[config.mk]
export PLATFORM = sky130hd
export DESIGN_NAME = tvf_framer
export DESIGN_NICKNAME = d
export VERILOG_FILES = /design/src/tvf_pkg.sv /design/src/tvf_framer.sv /design/src/tvf_fifo.sv
export SDC_FILE = /design/constraint.sdc
export NUM_CORES = 1
export LEC_CHECK = 0
export BUFFER_PORTS_ARGS = -buffer_cell sky130_fd_sc_hd__buf_2
export CAP_MARGIN = 20
export CORE_ASPECT_RATIO = 1.5
export CORE_MARGIN = 2
export CORE_UTILIZATION = 55
export CTS_BUF_LIST = sky130_fd_sc_hd__clkbuf_8
export CTS_CLUSTER_SIZE = 8
export DETAILED_ROUTE_END_ITERATION = 6
export GPL_ROUTABILITY_DRIVEN = 0
export PLACE_DENSITY = 0.74
export SLEW_MARGIN = 20
export SYNTH_ARGS = -nofsm -noshare
export SYNTH_HDL_FRONTEND = slang
export SYNTH_SLANG_ARGS = --single-unit
[constraint.sdc]
create_clock -name ref_clk -period 5.6 [get_ports ref_clk]
set_input_delay 1.12 -clock ref_clk [delete_from_list [all_inputs] [get_ports ref_clk]]
set_output_delay 1.12 -clock ref_clk [all_outputs]
set_load 0.1 [all_outputs]
[src/tvf_pkg.sv]
// tvf_pkg: constants for the telecommand verification report framer
// assumes a single 250 MHz clock domain and byte-wide telemetry output
package tvf_pkg;
  // clock and timeout figures
  localparam int unsigned CLK_HZ = 250_000_000;
  localparam int unsigned TC_TIMEOUT_S = 2;
  localparam int unsigned TC_TIMEOUT_CYC = TC_TIMEOUT_S * CLK_HZ;

  // fifo shape
  localparam int unsigned FIFO_WIDTH = 9;
  localparam int unsigned FIFO_DEPTH = 16;

  // primary header constants
  localparam logic [7:0] HDR_BYTE0 = 8'h0D;
  localparam logic [3:0] APID_LOW = 4'h1;
  localparam logic [3:0] CAT_ACK = 4'h1;
  localparam logic [1:0] SEQ_FLAGS = 2'h3;
  localparam logic [7:0] LEN_HIGH = 8'h00;

  // data field header constants
  localparam logic [7:0] PUS_BYTE = 8'h40;
  localparam logic [7:0] SVC_VERIF = 8'h01;
  localparam logic [7:0] SUB_SUCCESS = 8'h01;
  localparam logic [7:0] SUB_FAILURE = 8'h02;
  localparam logic [7:0] PAD_BYTE = 8'h00;

  // data field lengths in bytes and whole packet lengths
  localparam logic [7:0] DF_LEN_SUCCESS = 8'h0E;
  localparam logic [7:0] DF_LEN_FAILURE = 8'h16;
  localparam logic [4:0] PKT_LEN_SUCCESS = 5'h14;
  localparam logic [4:0] PKT_LEN_FAILURE = 5'h1C;

  // byte positions inside a report
  localparam logic [4:0] POS_SEQ_HI = 5'h02;
  localparam logic [4:0] POS_SEQ_LO = 5'h03;
  localparam logic [4:0] POS_LEN_HI = 5'h04;
  localparam logic [4:0] POS_LEN_LO = 5'h05;
  localparam logic [4:0] POS_TIME0 = 5'h06;
  localparam logic [4:0] POS_PUS = 5'h0C;
  localparam logic [4:0] POS_SVC = 5'h0D;
  localparam logic [4:0] POS_SUB = 5'h0E;
  localparam logic [4:0] POS_PAD = 5'h0F;
  localparam logic [4:0] POS_ID_HI = 5'h10;
  localparam logic [4:0] POS_ID_LO = 5'h11;
  localparam logic [4:0] POS_SC_HI = 5'h12;
  localparam logic [4:0] POS_SC_LO = 5'h13;
  localparam logic [4:0] POS_CODE_HI = 5'h14;
  localparam logic [4:0] POS_CODE_LO = 5'h15;
  localparam logic [4:0] POS_P1 = 5'h16;
  localparam logic [4:0] POS_P2 = 5'h17;
  localparam logic [4:0] POS_P3_HI = 5'h18;
  localparam logic [4:0] POS_P3_LO = 5'h19;
  localparam logic [4:0] POS_P4_HI = 5'h1A;
  localparam logic [4:0] POS_P4_LO = 5'h1B;

  // failure codes
  localparam logic [15:0] FAIL_INCOMPLETE_TIMEOUT = 16'h0001;
  localparam logic [15:0] FAIL_CRC_MISMATCH = 16'h0002;
  localparam logic [15:0] FAIL_WRONG_PROCESS_ID = 16'h0003;
  localparam logic [15:0] FAIL_INVALID_COMMAND = 16'h0004;
  localparam logic [15:0] FAIL_NOT_EXECUTABLE_NOW = 16'h0005;
  localparam logic [15:0] FAIL_INCONSISTENT_PAYLOAD = 16'h0006;

  // reset values
  localparam logic [13:0] SEQ_CNT_RESET = 14'h0000;

  // receiver and serializer states
  typedef enum logic [1:0] {
    TVF_RX_IDLE = 2'b01,
    TVF_RX_RECV = 2'b10
  } tvf_rx_state_t;

  typedef enum logic [1:0] {
    TVF_TX_IDLE = 2'b01,
    TVF_TX_SEND = 2'b10
  } tvf_tx_state_t;
endpackage

[src/tvf_framer.sv]
// tvf_framer: watches telecommand reception and frames verification reports
// assumes the telecommand receiver and time source run on ref_clk
// Behaviour
// - success report for valid command with acknowledge set
// - invalid command yields failure report instead
// - 14-bit report counter, incremented per report
// - success data field 14, packet 20 bytes
// - first payload word copies command identifier
// - success second word copies sequence control
// - failure second word copies sequence control
// - failure data field 22, packet 28 bytes
// - failure code follows, high byte first
// - then type, subtype, two 16-bit parameters
// - incomplete after 2 s: code 1
// - CRC differs: code 2, received then computed
// - wrong process id or category: code 3
// - codes 5 busy, 6 payload, 4 invalid
// - six-byte elapsed time captured at generation
// - category 1, service 1 subtypes 1/2
// - sequence top bits one, counter wraps 16383
// - length field holds data field minus one
`timescale 1ns/1ps
module tvf_framer #(
  parameter int unsigned TIMEOUT_CYC = tvf_pkg::TC_TIMEOUT_CYC
)(
  input wire logic ref_clk,
  input wire logic rst_n,
  input wire logic ce,
  input wire logic tc_start,
  input wire logic tc_byte,
  input wire logic tc_hdr_valid,
  input wire logic [15:0] tc_packet_id,
  input wire logic [15:0] tc_seq_ctrl,
  input wire logic [15:0] tc_expected_bytes,
  input wire logic [7:0] tc_type,
  input wire logic [7:0] tc_subtype,
  input wire logic tc_ack,
  input wire logic tc_end,
  input wire logic [15:0] tc_crc_rx,
  input wire logic [15:0] tc_crc_calc,
  input wire logic tc_wrong_id,
  input wire logic tc_invalid,
  input wire logic tc_not_exec,
  input wire logic tc_bad_payload,
  input wire logic [47:0] spacecraft_elapsed_time,
  output logic [7:0] tm_data,
  output logic tm_last,
  output logic tm_valid,
  input wire logic tm_ready,
  output logic tc_receiving,
  output logic report_overrun
);
  // receiver side state
  tvf_pkg::tvf_rx_state_t rx_state;
  tvf_pkg::tvf_rx_state_t next_rx_state;
  logic [31:0] rx_timer;
  logic [31:0] next_rx_timer;
  logic [15:0] rx_bytes;
  logic [15:0] next_rx_bytes;
  logic [15:0] hd_id;
  logic [15:0] next_hd_id;
  logic [15:0] hd_seq;
  logic [15:0] next_hd_seq;
  logic [15:0] hd_expected;
  logic [15:0] next_hd_expected;
  logic [7:0] hd_type;
  logic [7:0] next_hd_type;
  logic [7:0] hd_sub;
  logic [7:0] next_hd_sub;
  logic hd_ack;
  logic next_hd_ack;
  logic next_tc_receiving;
  logic next_report_overrun;

  // pending report request
  logic rq_pend;
  logic next_rq_pend;
  logic rq_fail;
  logic next_rq_fail;
  logic [15:0] rq_code;
  logic [15:0] next_rq_code;
  logic [15:0] rq_p3;
  logic [15:0] next_rq_p3;
  logic [15:0] rq_p4;
  logic [15:0] next_rq_p4;
  logic [15:0] rq_id;
  logic [15:0] next_rq_id;
  logic [15:0] rq_seq;
  logic [15:0] next_rq_seq;
  logic [7:0] rq_type;
  logic [7:0] next_rq_type;
  logic [7:0] rq_sub;
  logic [7:0] next_rq_sub;

  // serializer state
  tvf_pkg::tvf_tx_state_t tx_state;
  tvf_pkg::tvf_tx_state_t next_tx_state;
  logic [4:0] tx_idx;
  logic [4:0] next_tx_idx;
  logic [13:0] seq_cnt;
  logic [13:0] next_seq_cnt;
  logic [47:0] tx_time;
  logic [47:0] next_tx_time;
  logic tx_fail;
  logic next_tx_fail;
  logic [15:0] tx_code;
  logic [15:0] next_tx_code;
  logic [15:0] tx_p3;
  logic [15:0] next_tx_p3;
  logic [15:0] tx_p4;
  logic [15:0] next_tx_p4;
  logic [15:0] tx_id;
  logic [15:0] next_tx_id;
  logic [15:0] tx_seq;
  logic [15:0] next_tx_seq;
  logic [7:0] tx_type;
  logic [7:0] next_tx_type;
  logic [7:0] tx_sub;
  logic [7:0] next_tx_sub;

  logic take;
  logic [7:0] cur_byte;
  logic [4:0] cur_len;
  logic fifo_in_valid;
  logic fifo_in_ready;

  assign take = (tx_state == tvf_pkg::TVF_TX_IDLE) && rq_pend;

  // receiver: timeout watch, header capture and verdict in priority order
  always_comb
  begin
    next_rx_state = rx_state;
    next_rx_timer = rx_timer;
    next_rx_bytes = rx_bytes;
    next_hd_id = hd_id;
    next_hd_seq = hd_seq;
    next_hd_expected = hd_expected;
    next_hd_type = hd_type;
    next_hd_sub = hd_sub;
    next_hd_ack = hd_ack;
    next_rq_pend = rq_pend && !take;
    next_rq_fail = rq_fail;
    next_rq_code = rq_code;
    next_rq_p3 = rq_p3;
    next_rq_p4 = rq_p4;
    next_rq_id = rq_id;
    next_rq_seq = rq_seq;
    next_rq_type = rq_type;
    next_rq_sub = rq_sub;
    next_report_overrun = 1'b0;
    case (rx_state)
      tvf_pkg::TVF_RX_IDLE:
      begin
        if (tc_start)
        begin
          next_rx_state = tvf_pkg::TVF_RX_RECV;
          next_rx_timer = '0;
          next_rx_bytes = '0;
        end
      end
      tvf_pkg::TVF_RX_RECV:
      begin
        next_rx_timer = rx_timer + 32'h0000_0001;
        if (tc_byte)
        begin
          next_rx_bytes = rx_bytes + 16'h0001;
        end
        if (tc_hdr_valid)
        begin
          next_hd_id = tc_packet_id;
          next_hd_seq = tc_seq_ctrl;
          next_hd_expected = tc_expected_bytes;
          next_hd_type = tc_type;
          next_hd_sub = tc_subtype;
          next_hd_ack = tc_ack;
        end
        if (tc_end || rx_timer == TIMEOUT_CYC - 1)
        begin
          next_rx_state = tvf_pkg::TVF_RX_IDLE;
          next_rq_id = tc_hdr_valid ? tc_packet_id : hd_id;
          next_rq_seq = tc_hdr_valid ? tc_seq_ctrl : hd_seq;
          next_rq_type = tc_hdr_valid ? tc_type : hd_type;
          next_rq_sub = tc_hdr_valid ? tc_subtype : hd_sub;
          next_rq_fail = 1'b1;
          next_rq_p3 = '0;
          next_rq_p4 = '0;
          next_report_overrun = rq_pend && !take;
          next_rq_pend = 1'b1;
          if (!tc_end)
          begin
            next_rq_code = tvf_pkg::FAIL_INCOMPLETE_TIMEOUT;
            next_rq_p3 = hd_expected;
            next_rq_p4 = next_rx_bytes;
          end
          else if (tc_crc_rx != tc_crc_calc)
          begin
            next_rq_code = tvf_pkg::FAIL_CRC_MISMATCH;
            next_rq_p3 = tc_crc_rx;
            next_rq_p4 = tc_crc_calc;
          end
          else if (tc_wrong_id)
          begin
            next_rq_code = tvf_pkg::FAIL_WRONG_PROCESS_ID;
          end
          else if (tc_invalid)
          begin
            next_rq_code = tvf_pkg::FAIL_INVALID_COMMAND;
          end
          else if (tc_not_exec)
          begin
            next_rq_code = tvf_pkg::FAIL_NOT_EXECUTABLE_NOW;
          end
          else if (tc_bad_payload)
          begin
            next_rq_code = tvf_pkg::FAIL_INCONSISTENT_PAYLOAD;
          end
          else
          begin
            next_rq_fail = 1'b0;
            next_rq_code = '0;
            next_rq_pend = (tc_hdr_valid ? tc_ack : hd_ack) || (rq_pend && !take);
            next_report_overrun = (tc_hdr_valid ? tc_ack : hd_ack) && rq_pend && !take;
          end
        end
      end
      default:
      begin
        next_rx_state = tvf_pkg::TVF_RX_IDLE;
      end
    endcase
    next_tc_receiving = (next_rx_state == tvf_pkg::TVF_RX_RECV);
  end

  // receiver registers
  always_ff @(posedge ref_clk)
  begin
    if (!rst_n)
    begin
      rx_state <= tvf_pkg::TVF_RX_IDLE;
      rx_timer <= '0;
      rx_bytes <= '0;
      hd_id <= '0;
      hd_seq <= '0;
      hd_expected <= '0;
      hd_type <= '0;
      hd_sub <= '0;
      hd_ack <= 1'b0;
      rq_pend <= 1'b0;
      rq_fail <= 1'b0;
      rq_code <= '0;
      rq_p3 <= '0;
      rq_p4 <= '0;
      rq_id <= '0;
      rq_seq <= '0;
      rq_type <= '0;
      rq_sub <= '0;
      tc_receiving <= 1'b0;
      report_overrun <= 1'b0;
    end
    else if (ce)
    begin
      rx_state <= next_rx_state;
      rx_timer <= next_rx_timer;
      rx_bytes <= next_rx_bytes;
      hd_id <= next_hd_id;
      hd_seq <= next_hd_seq;
      hd_expected <= next_hd_expected;
      hd_type <= next_hd_type;
      hd_sub <= next_hd_sub;
      hd_ack <= next_hd_ack;
      rq_pend <= next_rq_pend;
      rq_fail <= next_rq_fail;
      rq_code <= next_rq_code;
      rq_p3 <= next_rq_p3;
      rq_p4 <= next_rq_p4;
      rq_id <= next_rq_id;
      rq_seq <= next_rq_seq;
      rq_type <= next_rq_type;
      rq_sub <= next_rq_sub;
      tc_receiving <= next_tc_receiving;
      report_overrun <= next_report_overrun;
    end
  end

  // byte selection for the report being sent
  always_comb
  begin
    cur_len = tx_fail ? tvf_pkg::PKT_LEN_FAILURE : tvf_pkg::PKT_LEN_SUCCESS;
    cur_byte = tvf_pkg::PAD_BYTE;
    case (tx_idx)
      5'h00: cur_byte = tvf_pkg::HDR_BYTE0;
      5'h01: cur_byte = {tvf_pkg::APID_LOW, tvf_pkg::CAT_ACK};
      tvf_pkg::POS_SEQ_HI: cur_byte = {tvf_pkg::SEQ_FLAGS, seq_cnt[13:8]};
      tvf_pkg::POS_SEQ_LO: cur_byte = seq_cnt[7:0];
      tvf_pkg::POS_LEN_HI: cur_byte = tvf_pkg::LEN_HIGH;
      tvf_pkg::POS_LEN_LO: cur_byte = (tx_fail ? tvf_pkg::DF_LEN_FAILURE : tvf_pkg::DF_LEN_SUCCESS) - 8'h01;
      tvf_pkg::POS_PUS: cur_byte = tvf_pkg::PUS_BYTE;
      tvf_pkg::POS_SVC: cur_byte = tvf_pkg::SVC_VERIF;
      tvf_pkg::POS_SUB: cur_byte = tx_fail ? tvf_pkg::SUB_FAILURE : tvf_pkg::SUB_SUCCESS;
      tvf_pkg::POS_PAD: cur_byte = tvf_pkg::PAD_BYTE;
      tvf_pkg::POS_ID_HI: cur_byte = tx_id[15:8];
      tvf_pkg::POS_ID_LO: cur_byte = tx_id[7:0];
      tvf_pkg::POS_SC_HI: cur_byte = tx_seq[15:8];
      tvf_pkg::POS_SC_LO: cur_byte = tx_seq[7:0];
      tvf_pkg::POS_CODE_HI: cur_byte = tx_code[15:8];
      tvf_pkg::POS_CODE_LO: cur_byte = tx_code[7:0];
      tvf_pkg::POS_P1: cur_byte = tx_type;
      tvf_pkg::POS_P2: cur_byte = tx_sub;
      tvf_pkg::POS_P3_HI: cur_byte = tx_p3[15:8];
      tvf_pkg::POS_P3_LO: cur_byte = tx_p3[7:0];
      tvf_pkg::POS_P4_HI: cur_byte = tx_p4[15:8];
      tvf_pkg::POS_P4_LO: cur_byte = tx_p4[7:0];
      default:
      begin
        // time stamp bytes, seconds first
        if (tx_idx >= tvf_pkg::POS_TIME0 && tx_idx < tvf_pkg::POS_PUS)
        begin
          cur_byte = tx_time[8'(47 - 8 * (tx_idx - tvf_pkg::POS_TIME0)) -: 8];
        end
      end
    endcase
  end

  assign fifo_in_valid = (tx_state == tvf_pkg::TVF_TX_SEND);

  // serializer: takes a request, stamps time, pushes bytes under back-pressure
  always_comb
  begin
    next_tx_state = tx_state;
    next_tx_idx = tx_idx;
    next_seq_cnt = seq_cnt;
    next_tx_time = tx_time;
    next_tx_fail = tx_fail;
    next_tx_code = tx_code;
    next_tx_p3 = tx_p3;
    next_tx_p4 = tx_p4;
    next_tx_id = tx_id;
    next_tx_seq = tx_seq;
    next_tx_type = tx_type;
    next_tx_sub = tx_sub;
    case (tx_state)
      tvf_pkg::TVF_TX_IDLE:
      begin
        if (take)
        begin
          next_tx_state = tvf_pkg::TVF_TX_SEND;
          next_tx_idx = '0;
          next_tx_time = spacecraft_elapsed_time;
          next_tx_fail = rq_fail;
          next_tx_code = rq_code;
          next_tx_p3 = rq_p3;
          next_tx_p4 = rq_p4;
          next_tx_id = rq_id;
          next_tx_seq = rq_seq;
          next_tx_type = rq_type;
          next_tx_sub = rq_sub;
        end
      end
      tvf_pkg::TVF_TX_SEND:
      begin
        if (fifo_in_ready)
        begin
          next_tx_idx = tx_idx + 5'h01;
          if (tx_idx == cur_len - 5'h01)
          begin
            next_tx_state = tvf_pkg::TVF_TX_IDLE;
            next_seq_cnt = seq_cnt + 14'h0001;
          end
        end
      end
      default:
      begin
        next_tx_state = tvf_pkg::TVF_TX_IDLE;
      end
    endcase
  end

  // serializer registers
  always_ff @(posedge ref_clk)
  begin
    if (!rst_n)
    begin
      tx_state <= tvf_pkg::TVF_TX_IDLE;
      tx_idx <= '0;
      seq_cnt <= tvf_pkg::SEQ_CNT_RESET;
      tx_time <= '0;
      tx_fail <= 1'b0;
      tx_code <= '0;
      tx_p3 <= '0;
      tx_p4 <= '0;
      tx_id <= '0;
      tx_seq <= '0;
      tx_type <= '0;
      tx_sub <= '0;
    end
    else if (ce)
    begin
      tx_state <= next_tx_state;
      tx_idx <= next_tx_idx;
      seq_cnt <= next_seq_cnt;
      tx_time <= next_tx_time;
      tx_fail <= next_tx_fail;
      tx_code <= next_tx_code;
      tx_p3 <= next_tx_p3;
      tx_p4 <= next_tx_p4;
      tx_id <= next_tx_id;
      tx_seq <= next_tx_seq;
      tx_type <= next_tx_type;
      tx_sub <= next_tx_sub;
    end
  end

  // output buffer, last flag travels in the top bit
  tvf_fifo #(
    .WIDTH(tvf_pkg::FIFO_WIDTH),
    .DEPTH(tvf_pkg::FIFO_DEPTH)
  ) u_fifo (
    .ref_clk(ref_clk),
    .rst_n(rst_n),
    .ce(ce),
    .in_valid(fifo_in_valid),
    .in_ready(fifo_in_ready),
    .in_data({tx_idx == cur_len - 5'h01, cur_byte}),
    .out_valid(tm_valid),
    .out_ready(tm_ready),
    .out_data({tm_last, tm_data})
  );
endmodule

[src/tvf_fifo.sv]
// tvf_fifo: synchronous fifo with a registered output stage
// assumes one clock, synchronous active-low reset and a clock enable
`timescale 1ns/1ps
module tvf_fifo #(
  parameter int unsigned WIDTH = 9,
  parameter int unsigned DEPTH = 16
)(
  input wire logic ref_clk,
  input wire logic rst_n,
  input wire logic ce,
  input wire logic in_valid,
  output logic in_ready,
  input wire logic [WIDTH-1:0] in_data,
  output logic out_valid,
  input wire logic out_ready,
  output logic [WIDTH-1:0] out_data
);
  localparam int unsigned AW = $clog2(DEPTH);

  logic [WIDTH-1:0] mem [DEPTH];
  logic [AW-1:0] wr_ptr;
  logic [AW-1:0] rd_ptr;
  logic [AW:0] count;
  logic [AW-1:0] next_wr_ptr;
  logic [AW-1:0] next_rd_ptr;
  logic [AW:0] next_count;
  logic next_out_valid;
  logic [WIDTH-1:0] next_out_data;
  logic push;
  logic pop;

  // full and empty come straight from the stored count
  assign in_ready = (count != DEPTH[AW:0]);
  assign push = in_valid && in_ready;
  assign pop = (count != '0) && (!out_valid || out_ready);

  // pointer, count and output stage updates
  always_comb
  begin
    next_wr_ptr = push ? wr_ptr + 1'b1 : wr_ptr;
    next_rd_ptr = pop ? rd_ptr + 1'b1 : rd_ptr;
    next_count = count + {{AW{1'b0}}, push} - {{AW{1'b0}}, pop};
    next_out_valid = out_valid;
    next_out_data = out_data;
    if (pop)
    begin
      next_out_valid = 1'b1;
      next_out_data = mem[rd_ptr];
    end
    else if (out_ready)
    begin
      next_out_valid = 1'b0;
    end
  end

  // state registers, frozen while ce is low
  always_ff @(posedge ref_clk)
  begin
    if (!rst_n)
    begin
      wr_ptr <= '0;
      rd_ptr <= '0;
      count <= '0;
      out_valid <= 1'b0;
      out_data <= '0;
    end
    else if (ce)
    begin
      wr_ptr <= next_wr_ptr;
      rd_ptr <= next_rd_ptr;
      count <= next_count;
      out_valid <= next_out_valid;
      out_data <= next_out_data;
    end
  end

  // storage array, written on push only
  always_ff @(posedge ref_clk)
  begin
    if (ce && push)
    begin
      mem[wr_ptr] <= in_data;
    end
  end
endmodule

==> results <==
- The global-route total usage across every layer is 25.59%.
- The worst supply voltage drop on vdd is around 0.18 mV.
- After detailed routing, the number of remaining DRC violations is 0.
- The number of distinct library cell variants in the gate-level netlist after synthesis is just under 70.
- The latest clock arrival within the worst-skew pair is 0.66 ns.
- The gate count after technology mapping is approximately 2300.
- The CTS clock-pin slew for the worst setup and hold paths is 0.06 ns.
- For the worst setup path, the data required time is 5.94 ns.
- The layout has between 3000 and 4000 filler cells.
- The count of state elements after synthesis is about 520.
- The sequential share of power is 51.2%.
- The startpoint type of the worst setup path is a flip-flop.
- The initial antenna violation count is 3.
- The TritonCTS clock tree is yes.
- The iteration count of the initial detailed-routing pass is 5.
- The flow ran to the end, and the final reports show no timing, DRC or antenna violations.
- After synthesis the cells add up to 0.02291 mm².
- The cell leakage power is 9.371 nW.
- The cell chosen for the clock root is clkbuf_8.
- The overall routed net length is 55420 µm.
- The endpoint of the most critical register-to-register path is u_fifo.mem[12][2]$_DFFE_PP_.
- The reg2reg setup slack is 1.98 ns.
- Measured along the y axis, the die boundary spans 254.0 µm.
- The maximum operating frequency is 276.3 MHz.
- Setup total negative slack on the finished layout was measured at 0 ns.
- The total number of placement rows is 91.
- The x dimension of the die is 170.7 µm.
- Summed over all nets, the switching power comes to 1.981 mW.
- The startpoint identified for the worst register-to-register timing path is tx_idx[1]$_SDFFE_PN0P_.
- Port buffering added 168 buffers.
- The path type of the worst min-delay path is reg2reg.
- The overflow left after global routing is 0.
- The count of nets left with antenna violations once routing finished came out at 0.
- The total number of clock tree sinks is 522.
- For this design the ratio of total power to cell area is 301.5 mW/mm².
- Of all nets on the critical path, the largest fanout is 16.
- The post-route netlist has 15.18% of its cells at a drive strength greater than 1.
- Once the clock tree was built, the resizer swapped 0 gates to a different size.
- During synthesis, Yosys emitted a total of 0 warnings.
- The count of final setup violators is 0.
- Combinational cells account for roughly 12% of the total power.
- Across all hold checks on the routed design, the worst slack comes to 0.4508 ns.
- The most instantiated flip-flop cell in the synthesis netlist is dfxtp_1.
- The number of hold buffers added after cts is 0.
- The tool flagged a number of max-cap violations equal to 0.
- The critical path is of the reg2reg type.
- The number of nets in the synthesized netlist is 2472.
- The clock network burns 37.3% of the power.
- The max-slew violation count came to 0.
- The worst pin sits at a relative slew slack of 25.77%.
- The area growth from synthesis to layout is 11.44%.
- The maximum level of the CTS H-tree is 3.
- The first-pass GRT wire length is 87640 µm.
- The time the final worst path needs with I/O delays and setup is 3.619 ns.
- In the synthesized netlist the async set-or-reset flop fraction comes to 0%.
- The clock passes through at most 3 buffers.
- The hold path startpoint is u_fifo.out_data[5]$_SDFFE_PN0P_.
- The net count of the finished layout is 2586.
- The average instance area after synthesis is 10.00 µm².
- After layout, the worst path uses 64.63% of the clock period.
- The largest net degree at the start of global routing is 145.
- The library cells used most frequently in the layout, excluding fill and tap cells, are nand2_1, dfxtp_1, a21boi_0.
- The floorplan step defined a core boundary enclosing 0.04110 mm².
- Buffers inserted during clock tree synthesis total ~80.
- The cell area after layout is around 0.026 mm².
- The via-per-instance ratio is 5.756.
- The number of hold violations in the final report is 0.
- The leading cell type in the layout, fill and taps excluded is nand2_1.
- The number of ports placed on the die boundary is 169.
- The number of setup buffers added after CTS is 0.
- Summed over all nets, the half-perimeter wirelength after detailed placement is 37750 µm.
- The end point of the critical path is u_fifo.mem[12][2]$_DFFE_PP_.
- The DRC marker count from the first detailed-route iteration is 1077.
- The via count of the first global-routing pass was between 15000 and 20000.
- Setup repair after global routing left no endpoint under its margin.
- The internal power of the cells totals between 5 and 6 mW.
- Data arrives at the worst endpoint at 3.96 ns.
- The number of cells on the worst reg-to-reg path is 7.
- At the pin with the least slew margin, the transition time is about 1.1 ns.
- The initial utilization of the core area, before any placement, comes to 55.75%.
- STA classifies the critical path endpoint as a flip-flop.
- The instance area after placement is between 0.02 and 0.025 mm².
- The floorplan step defined a die boundary enclosing 0.04334 mm².
- The detailed router placed 17336 vias in this run.
- The post-detailed-route wirelength per cell is approximately 18 µm.
- The synthesized design contains 144 enable-type register cells.
- The switching power share of the total is 25.74%.
- Tracing the worst setup path back leads to its startpoint at tx_idx[1]$_SDFFE_PN0P_.
- Clock skew on the completed layout was measured at 0.03125 ns.
- The sequential-to-total area share from yosys stat is 51.90%.
## worst max-delay path, cell delays in order, from the launching register on
cell and delay (ns):
dfxtp_1 0.75, inv_1 0.28, ha_1 0.46, nor4b_1 0.34, a21oi_1 0.10, nor3_1 0.17
o2111ai_1 0.46, o221ai_2 0.74
## worst min path at each step
stage | end | cells past startpoint
after global placement | u_fifo.out_data[8]$_SDFFE_PN0P_ | 2
after global routing | tx_seq[13]$_SDFFE_PN0P_ | 2
after CTS | u_fifo.out_data[5]$_SDFFE_PN0P_ | 2
after detailed placement | u_fifo.out_data[5]$_SDFFE_PN0P_ | 2
after floorplan | tx_p3[2]$_SDFFE_PN0P_ | 2
final | u_fifo.out_data[5]$_SDFFE_PN0P_ | 2
## flip-flops by register name, summed over array words and instances (netlist names), 9 cells and up
| name | flops |
|---|---|
| tx_p3 | 16 |
| tx_id | 16 |
| rq_p3 | 16 |
| rq_seq | 16 |
| rq_id | 16 |
| rq_p4 | 16 |
| u_fifo.out_data | 9 |
| hd_id | 16 |
| hd_expected | 16 |
| tx_p4 | 16 |
| seq_cnt | 14 |
| rx_bytes | 16 |
| tx_seq | 16 |
| hd_seq | 16 |
| rx_timer | 32 |
| tx_time | 48 |
| u_fifo.mem | 144 |
## layer usage
metal	vias to the layer above	GRT usage (%)	part of all wire, %
li1	8327	-	-
met1	8295	29.65	39
met2	562	45.27	51
met3	152	3.769	4.9
met4	0	13.87	4.7
met5	-	0	0
## power groups by stage
stage | sequential, mW | combinational [mW] | clock (mW)
after floorplan | 4.17 | 0.540 | 0
after global placement | 4.02 | 0.882 | 0
after detailed placement | 4.02 | 0.899 | 0
after CTS | 3.94 | 0.904 | 2.94
after global routing | 3.94 | 0.969 | 3.09
final | 3.94 | 0.891 | 2.87
## final cells by class
type	instances	area (µm²)	share of cell area (%)
clock inverter	41	209.0	0.8183
inverter	23	86.33	0.3381
tap	558	698.2	2.734
clock buffer	86	1184	4.635
timing repair buffer	197	1105	4.327
multi-input combinational	1582	10350	40.54
antenna	3	7.507	0.02940
sequential	522	11890	46.58
## logic make-up (layout without fill, tap and decap cells)
logic type	after synthesis	after routing	synth area share [%]
flops	522	522	51.90
fa+ha+maj	24	24	1.343
mux	125	125	8.382
compound gates	500	500	15.66
buf+inv	187	347	3.293
xor+xnor	77	77	2.943
simple gates	856	856	16.48
other cells	0	3	0
## metrics by stage
step	setup WS, ns	power, mW	utilization (%)	cells
detailed placement	1.771	4.918	58.60	2880
floorplan	2.249	4.707	-	2291
global route	1.699	7.997	62.12	3012
CTS	1.726	7.782	61.99	3007
finish	1.981	7.698	62.12	3012
global placement	1.940	4.899	58.55	2880
## cell usage after synthesis (all sizes together) (17+ instances only)
library cell | number | share of area [%]
o21ai | 81 | 1.8
mux4 | 53 | 5.2
nand3 | 38 | 0.83
clkbuf | 126 | 2.2
and2 | 27 | 0.74
dfxtp | 378 | 33
nor2 | 94 | 1.6
xnor2 | 49 | 1.9
mux2i | 67 | 2.9
nand2 | 539 | 8.8
nand4 | 36 | 0.98
a221oi | 22 | 0.84
nor3 | 23 | 0.50
buf | 38 | 0.76
nor2b | 31 | 0.85
inv | 23 | 0.38
a22oi | 35 | 1.1
edfxtp | 144 | 19
o211a | 52 | 2.3
ha | 23 | 1.3
a21oi | 56 | 1.2
and3 | 17 | 0.46
a21boi | 206 | 6.7
xor2 | 28 | 1.1
No activity file was read; power rests on OpenSTA's default activity.
